`src/hdl/csfb_defines.svh`:
```
// register offsets, field positions and reset values of the system flag bank
`ifndef CSFB_DEFINES_SVH
`define CSFB_DEFINES_SVH

// byte addresses of the word registers
`define CSFB_ADDR_CTRL      8'h00
`define CSFB_ADDR_STATUS    8'h04
`define CSFB_ADDR_EVENT     8'h08
`define CSFB_ADDR_MASK      8'h0C
`define CSFB_ADDR_LOOPBACK  8'h10

// control register fields
`define CSFB_CTRL_PROT      0
`define CSFB_CTRL_CFG_SAVE  1
`define CSFB_CTRL_MSG_RST   2
`define CSFB_CTRL_MEAS      3
`define CSFB_CTRL_FB_SAVE   4
`define CSFB_CTRL_FB_REST   5

// status register fields, same order as the pin group
`define CSFB_ST_BATT        0
`define CSFB_ST_TERM_SLAVE  1
`define CSFB_ST_DIAG_CFG    2
`define CSFB_ST_DIAG_FULL   3
`define CSFB_ST_REMOTE_OK   4
`define CSFB_ST_RACK_OK     5
`define CSFB_PIN_W          6

// event and mask register fields
`define CSFB_EV_REFRESH     0
`define CSFB_EV_COMMON      1
`define CSFB_EV_W           2

// reset values: fault flags rest at one, all else zero
`define CSFB_PIN_RST        6'h30
`define CSFB_EV_RST         2'h0
`define CSFB_MASK_RST       2'h0

// loop-back time is meaningful below this limit, counted in tenths of ms
`define CSFB_LB_LIMIT_S     10
`define CSFB_LB_TENTHS_PER_S 10000
`define CSFB_LB_LIMIT       (`CSFB_LB_LIMIT_S * `CSFB_LB_TENTHS_PER_S)
`define CSFB_LB_W           20
`define CSFB_LB_VALID_BIT   31

`endif

```
`src/hdl/csfb_pkg.sv`:
```
// types shared by the system flag bank
package csfb_pkg;

	// apb request from the master
	typedef struct packed {
		logic        psel;
		logic        penable;
		logic        pwrite;
		logic [7:0]  paddr;
		logic [31:0] pwdata;
	} csfb_apb_req_t;

	// apb answer to the master
	typedef struct packed {
		logic        pready;
		logic [31:0] prdata;
		logic        pslverr;
	} csfb_apb_rsp_t;

	// status levels arriving from pins, bit 0 last
	typedef struct packed {
		logic rack_ok;
		logic remote_ok;
		logic diag_full;
		logic diag_cfg;
		logic term_slave;
		logic batt_fail;
	} csfb_pins_t;

	// command outputs toward the surrounding logic
	typedef struct packed {
		logic protected_mode;
		logic measure_mode;
		logic cfg_save;
		logic msg_counter_reset;
		logic fb_adjust_save;
		logic fb_adjust_restore;
	} csfb_cmd_t;

	// complete state of the bank
	typedef struct packed {
		logic [5:0]  pin_s1;
		logic [5:0]  pin_s2;
		logic        prot_mode;
		logic        cfg_save;
		logic        meas_mode;
		logic [1:0]  ev;
		logic [1:0]  mask;
		logic        msg_rst_p;
		logic        fb_save_p;
		logic        fb_rest_p;
		logic        cfg_save_p;
		logic        irq;
		logic        pready;
		logic        pslverr;
		logic [31:0] prdata;
	} csfb_state_t;

endpackage : csfb_pkg

```
`src/hdl/csfb_flag_bank.sv`:
```
// system flag bank: apb slave, flag registers, command pulses, interrupt
// Behaviour
// - battery flag: 0 working, 1 missing
// - refresh flag set per scan, user clears
// - protected mode only after config save set
// - config save write 1 saves configuration; the save pulse fires only on a zero to one write
// - message counter reset command pulses reset
// - measure mode exposes loop-back time below 10 s
// - save command stores block adjustments
// - restore command reloads block adjustments
// - terminal protocol: 0 master, 1 slave
// - diagnostic buffer configured flag
// - diagnostic buffer full flag
// - remote bus fault flag low on fault
// - rack bus fault flag low on fault
`timescale 1ns/1ps
`include "csfb_defines.svh"

module csfb_flag_bank
	import csfb_pkg::*;
(
	input  wire logic                   clock,
	input  wire logic                   rst_b,
	input  wire csfb_apb_req_t          apb_req,
	output csfb_apb_rsp_t               apb_rsp,
	input  wire csfb_pins_t             pins,
	input  wire logic                   fieldbus_scan_done,
	input  wire logic                   common_words_rx,
	input  wire logic [`CSFB_LB_W-1:0]  loopback_time,
	output csfb_cmd_t                   cmd,
	output logic                        irq
);

	csfb_state_t st_ff;       // registered state
	csfb_state_t nxt_st;      // next state

	logic        acc_prep;    // access phase, answer not yet given
	logic        acc_done;    // access phase completing this edge
	logic        wr_done;     // write takes effect this edge
	logic [31:0] wdata;       // write data shortcut
	logic [1:0]  ev_set;      // hardware event sets this cycle
	logic        lb_valid;    // loop-back time is meaningful
	logic [31:0] lb_word;     // loop-back register read value
	logic [31:0] rd_word;     // read mux result
	logic        rd_err;      // unmapped address

	// apb phases: one wait cycle so read data comes from a flip-flop
	assign acc_prep = apb_req.psel & apb_req.penable & ~st_ff.pready;
	assign acc_done = apb_req.psel & apb_req.penable & st_ff.pready;
	assign wr_done  = acc_done & apb_req.pwrite & ~st_ff.pslverr;
	assign wdata    = apb_req.pwdata;

	// events from same-clock logic need no synchroniser
	assign ev_set[`CSFB_EV_REFRESH] = fieldbus_scan_done;
	assign ev_set[`CSFB_EV_COMMON]  = common_words_rx;

	// loop-back value beyond the limit is flagged, not clipped
	assign lb_valid = st_ff.meas_mode &
		(loopback_time < `CSFB_LB_W'(`CSFB_LB_LIMIT));

	// read value of the loop-back register, zero outside measure mode
	always_comb
	begin
		lb_word = 32'h0000_0000;
		if (st_ff.meas_mode)
		begin
			lb_word[`CSFB_LB_W-1:0]     = loopback_time;
			lb_word[`CSFB_LB_VALID_BIT] = lb_valid;
		end
	end

	// read mux over the register map
	always_comb
	begin
		rd_word = 32'h0000_0000;
		rd_err  = 1'b0;
		case (apb_req.paddr)
			`CSFB_ADDR_CTRL:
			begin
				// command bits rest at zero and read as zero
				rd_word[`CSFB_CTRL_PROT]     = st_ff.prot_mode;
				rd_word[`CSFB_CTRL_CFG_SAVE] = st_ff.cfg_save;
				rd_word[`CSFB_CTRL_MEAS]     = st_ff.meas_mode;
			end
			`CSFB_ADDR_STATUS:
			begin
				rd_word[`CSFB_PIN_W-1:0] = st_ff.pin_s2;
			end
			`CSFB_ADDR_EVENT:
				rd_word[`CSFB_EV_W-1:0] = st_ff.ev;
			`CSFB_ADDR_MASK:
				rd_word[`CSFB_EV_W-1:0] = st_ff.mask;
			`CSFB_ADDR_LOOPBACK:
				rd_word = lb_word;
			default:
				// unmapped: zero data and an error answer
				rd_err = 1'b1;
		endcase
	end

	// next state of the whole bank
	always_comb
	begin
		nxt_st = st_ff;

		// status pin levels, the two fault flags low on fault
		// only pin_s2 is read, so a metastable first stage never
		// reaches the register map or the assertions' status view
		nxt_st.pin_s1 = pins;
		nxt_st.pin_s2 = st_ff.pin_s1;

		// command pulses last one cycle only
		nxt_st.msg_rst_p  = 1'b0;
		nxt_st.fb_save_p  = 1'b0;
		nxt_st.fb_rest_p  = 1'b0;
		nxt_st.cfg_save_p = 1'b0;

		// apb answer timing
		nxt_st.pready = acc_prep;
		if (acc_prep)
		begin
			nxt_st.prdata  = apb_req.pwrite ? 32'h0000_0000 : rd_word;
			nxt_st.pslverr = rd_err;
		end
		else if (acc_done)
		begin
			nxt_st.prdata  = 32'h0000_0000;
			nxt_st.pslverr = 1'b0;
		end

		// register writes
		if (wr_done)
		begin
			case (apb_req.paddr)
				`CSFB_ADDR_CTRL:
				begin
					// save pulse on a zero to one write
					nxt_st.cfg_save   = wdata[`CSFB_CTRL_CFG_SAVE];
					nxt_st.cfg_save_p = wdata[`CSFB_CTRL_CFG_SAVE] &
						~st_ff.cfg_save;
					// protected mode gated by prior save
					if (!wdata[`CSFB_CTRL_PROT])
						nxt_st.prot_mode = 1'b0;
					else if (st_ff.cfg_save)
						nxt_st.prot_mode = 1'b1;
					// a refused request simply leaves the bit as it was
					nxt_st.meas_mode = wdata[`CSFB_CTRL_MEAS];
					nxt_st.msg_rst_p = wdata[`CSFB_CTRL_MSG_RST];
					nxt_st.fb_save_p = wdata[`CSFB_CTRL_FB_SAVE];
					nxt_st.fb_rest_p = wdata[`CSFB_CTRL_FB_REST];
				end
				`CSFB_ADDR_EVENT:
					nxt_st.ev = st_ff.ev & ~wdata[`CSFB_EV_W-1:0];
				`CSFB_ADDR_MASK:
					nxt_st.mask = wdata[`CSFB_EV_W-1:0];
				default:
					nxt_st.ev = st_ff.ev;
			endcase
		end

		// event set wins over a clear
		nxt_st.ev = nxt_st.ev | ev_set;

		// level interrupt from unmasked sticky events
		nxt_st.irq = |(nxt_st.ev & nxt_st.mask);
	end

	// state register
	always_ff @(posedge clock or negedge rst_b)
	begin
		if (!rst_b)
		begin
			st_ff.pin_s1     <= `CSFB_PIN_RST;
			st_ff.pin_s2     <= `CSFB_PIN_RST;
			st_ff.prot_mode  <= 1'b0;
			st_ff.cfg_save   <= 1'b0;
			st_ff.meas_mode  <= 1'b0;
			st_ff.ev         <= `CSFB_EV_RST;
			st_ff.mask       <= `CSFB_MASK_RST;
			st_ff.msg_rst_p  <= 1'b0;
			st_ff.fb_save_p  <= 1'b0;
			st_ff.fb_rest_p  <= 1'b0;
			st_ff.cfg_save_p <= 1'b0;
			st_ff.irq        <= 1'b0;
			st_ff.pready     <= 1'b0;
			st_ff.pslverr    <= 1'b0;
			st_ff.prdata     <= 32'h0000_0000;
		end
		else
		begin
			st_ff <= nxt_st;
		end
	end

	// outputs straight from flops; one assignment per output struct
	// so each port variable has a single continuous driver
	assign apb_rsp = '{
		pready:  st_ff.pready,
		prdata:  st_ff.prdata,
		pslverr: st_ff.pslverr
	};
	assign cmd = '{
		protected_mode:    st_ff.prot_mode,
		measure_mode:      st_ff.meas_mode,
		cfg_save:          st_ff.cfg_save_p,
		msg_counter_reset: st_ff.msg_rst_p,
		fb_adjust_save:    st_ff.fb_save_p,
		fb_adjust_restore: st_ff.fb_rest_p
	};
	assign irq     = st_ff.irq;

	logic ctrl_wr;    // control register write completes
	assign ctrl_wr = wr_done & (apb_req.paddr == `CSFB_ADDR_CTRL);
endmodule : csfb_flag_bank

```
`config.mk`:
```
export PLATFORM = sky130hd
export DESIGN_NAME = csfb_flag_bank
export DESIGN_NICKNAME = d
export VERILOG_FILES = /design/src/hdl/csfb_pkg.sv /design/src/hdl/csfb_flag_bank.sv
export VERILOG_INCLUDE_DIRS = /design/src /design/src/hdl
export SDC_FILE = /design/constraint.sdc
export NUM_CORES = 1
export LEC_CHECK = 0
export BUFFER_PORTS_ARGS = -buffer_cell sky130_fd_sc_hd__buf_2
export CORE_MARGIN = 2
export CORE_UTILIZATION = 48
export CTS_CLUSTER_DIAMETER = 30
export DETAILED_ROUTE_END_ITERATION = 6
export PLACE_DENSITY = 0.85
export SYNTH_ARGS = -nofsm -noshare
export SYNTH_HDL_FRONTEND = slang
export SYNTH_SLANG_ARGS = --single-unit
```
`constraint.sdc`:
```
create_clock -name clock -period 4.6 [get_ports clock]
set_clock_uncertainty 0.1 [all_clocks]
set_input_delay 0.92 -clock clock [delete_from_list [all_inputs] [get_ports clock]]
set_output_delay 0.92 -clock clock [all_outputs]
set_load 0.02 [all_outputs]
```
==> impl_metrics.ini <==
[clocking]
clockBufferDepth = 2
hold_buffers = 0
cts_tree = built
clk-insertion-delay-late_ns = 0.29
cts.sinks = 47
cts_buffers = 5
clk_pin_slew_ns = 0.08
ctsRootBufferMaster = clkbuf_8
cts-resized-gates = 0
cts_max_level = 2
cts_setup_buffers = 0

[floorplanning]
core_mm2 = 0.004354
fp.dieH_um = 71.12
io_pins = 114
rows = 24
die_area_mm2 = 0.005057
start_util_pct = 49.66
fp.dieW_um = 71.12

[worst_setup_path]
critPathMaxStageDelay_ns = 0.68
cp.required_ns = 4.71
cp_top_family = simple AND/OR/NAND/NOR gates
arrival_ns = 3.05
cp-end-kind = flip-flop
worstSetupStartpointType = input port
cp_cell_sequence = buf_2, nand2_1, nor4_4, and4_1, a32o_1
path_max_fanout = 25
slowest_stage = and4_1
path_class = in2reg
critical_path_buf_inv_count = 1

[place]
dpl.hpwl_mm = 3.055
dp.cells = 271
dpl_cell_area_mm2 = 0.002298
portBuffers = 76
pre_cts_ws_ns = 1.356
gp_congestion = 0.9138

[sta]
setup_violations = 0
clock.fmax_ghz = 0.3403
whs_ns = 0.2428
timing_worst_slew_pin_value_ns = 1.017
drv_slew = 0
period_minus_slack_ns = 2.938
setup_ws_ns = 1.662
slew_headroom_pct = 32.17
rsz0062_at_grt = false
finalSetupTns_ns = 0
fin_crit_sh_pct = 63.87
finalHoldViolations = 0

[finish]
finalNonFillerCells = 277
areaGrowthSynthToFinish_pct = 9.664
n_antenna_cell = 0
nNetsFinal = 299
final_util_pct = 54.45
fin_area_mm2 = 0.002371
drive_above_1_share_pct = 40.00

[route]
drtPass1Iterations = 4
via_count = 1456
routed_wirelength_mm = 4.121
drtIter0Drc = 51
vias_per_cell = 5.256
drc = 0
wl_per_cell_um = 14.88
ant_nets = 0

[synth]
yosys_warnings = 0
yosys_register_bits = 47
yosysMostFrequentCell = dfrtp_1
synth_top_cell_area_share_pct = 49.77
synth_top_cells_by_area = dfrtp_1 50%, buf_4 14%, a22o_1 6.9%
synth_common_cells = 43 x dfrtp_1, 40 x buf_4, 17 x a22o_1, 7 x inv_1, 5 x and3_1
yosys_most_used_dff = dfrtp_1
synthXorXnorAreaFrac_pct = 0
syn-mean-instance-area_um2 = 12.01
synthAdderAreaFrac_pct = 0
synth_compound_area_share_pct = 13.14
synth_area_mm2 = 0.002162
synth_top_area_cell = dfrtp_1
yosysSeqAreaShare_pct = 54.63
muxShareOfSynthArea_pct = 2.894
synth_top_family_by_area = buffers and inverters
synthSimpleGateAreaFrac_pct = 11.92
async_reset_ff_share_pct = 100.0
syn_inst = 180
synth_cell_types = 38
synth-edff-count = 0

[worst_hold_path]
hold_path_class = reg2reg

[power_and_ir_drop]
power_mw = 0.7058
p_leak_nw = 1.312
pwr_density_cell_mw_per_mm2 = 297.7
peakVddDrop_mv = 0.1626

[global_route]
grt_pass1_vias = 1431
grt.overflow.total = 0
antenna_found_initial = 0
grt_pass1_wl_mm = 6.775
track_usage_pct = 16.90
grt_max_degree = 48

[run]
max-cap-violations = 0

[status]
outcome = completed
-- report_power, final --
group,switching (mW),internal (mW)
logic,0.0389,0.0210
clock network,0.120,0.101
registers,0.00313,0.421
-- layout make-up --
| type | instances | area, µm² |
|---|---|---|
| tap | 52 | 65.06 |
| inverter | 7 | 26.28 |
| multi-input combinational | 89 | 645.6 |
| sequential | 47 | 1181 |
| fill | 405 | 1983 |
| timing repair buffer | 76 | 380.4 |
| clock buffer | 6 | 72.57 |
-- cell families (layout without fill, tap and decap cells) --
family / count (synthesis) / count (layout)
other cells: 1 / 11
flops: 47 / 47
mux: 6 / 6
simple gates: 37 / 37
compound gates: 35 / 35
buf+inv: 54 / 89
-- flip-flops by register name (all words and copies together), names as in the netlist --
signal / count
apb_rsp: 23
st_ff: 11
cmd: 6
nxt_st: 6
irq: 1
-- final timing paths --
path,start,to,slack [ns],cells past startpoint
setup / recovery,apb_req[42],apb_rsp[32]$_DFFE_PN0P_,1.66,5
max in group asynchronous,rst_b,apb_rsp[32]$_DFFE_PN0P_,3.06,1
setup reg to reg,apb_rsp[33]$_DFF_PN0_,apb_rsp[32]$_DFFE_PN0P_,2.58,3
min in group asynchronous,rst_b,st_ff[44]$_DFFE_PN0P_,0.71,1
hold reg to reg,nxt_st[49]$_DFF_PN0_,st_ff[49]$_DFF_PN0_,0.24,0
hold / removal,nxt_st[49]$_DFF_PN0_,st_ff[49]$_DFF_PN0_,0.24,0
-- worst reg2reg max path, delay by kind of cell, from the launching register on --
family          cells  cell delay (ns)
simple gates        2             1.14
flops               1             0.44
compound gates      1             0.27
-- metal layers --
layer | track usage (%) | up-vias | wire length (µm)
li1 | - | 682 | -
met1 | 24.37 | 711 | 1873
met2 | 25.86 | 56 | 1978
met3 | 2.279 | 7 | 199
met4 | 7.128 | 0 | 70
met5 | 0 | - | 0
-- cell usage in the layout, fill, tap and decap left out, drive strengths merged, types with 3 or more instances in the layout --
| cell | count |
|---|---|
| nand2 | 4 |
| a221o | 3 |
| mux2i | 4 |
| a21oi | 3 |
| nor2 | 4 |
| buf | 76 |
| and2 | 3 |
| and3 | 5 |
| clkbuf | 6 |
| a22o | 17 |
| dfrtp | 43 |
| inv | 7 |
| dfstp | 4 |
| conb | 11 |
| o21ai | 4 |
| nor4b | 4 |
No activity file was read; power rests on OpenSTA's default activity.
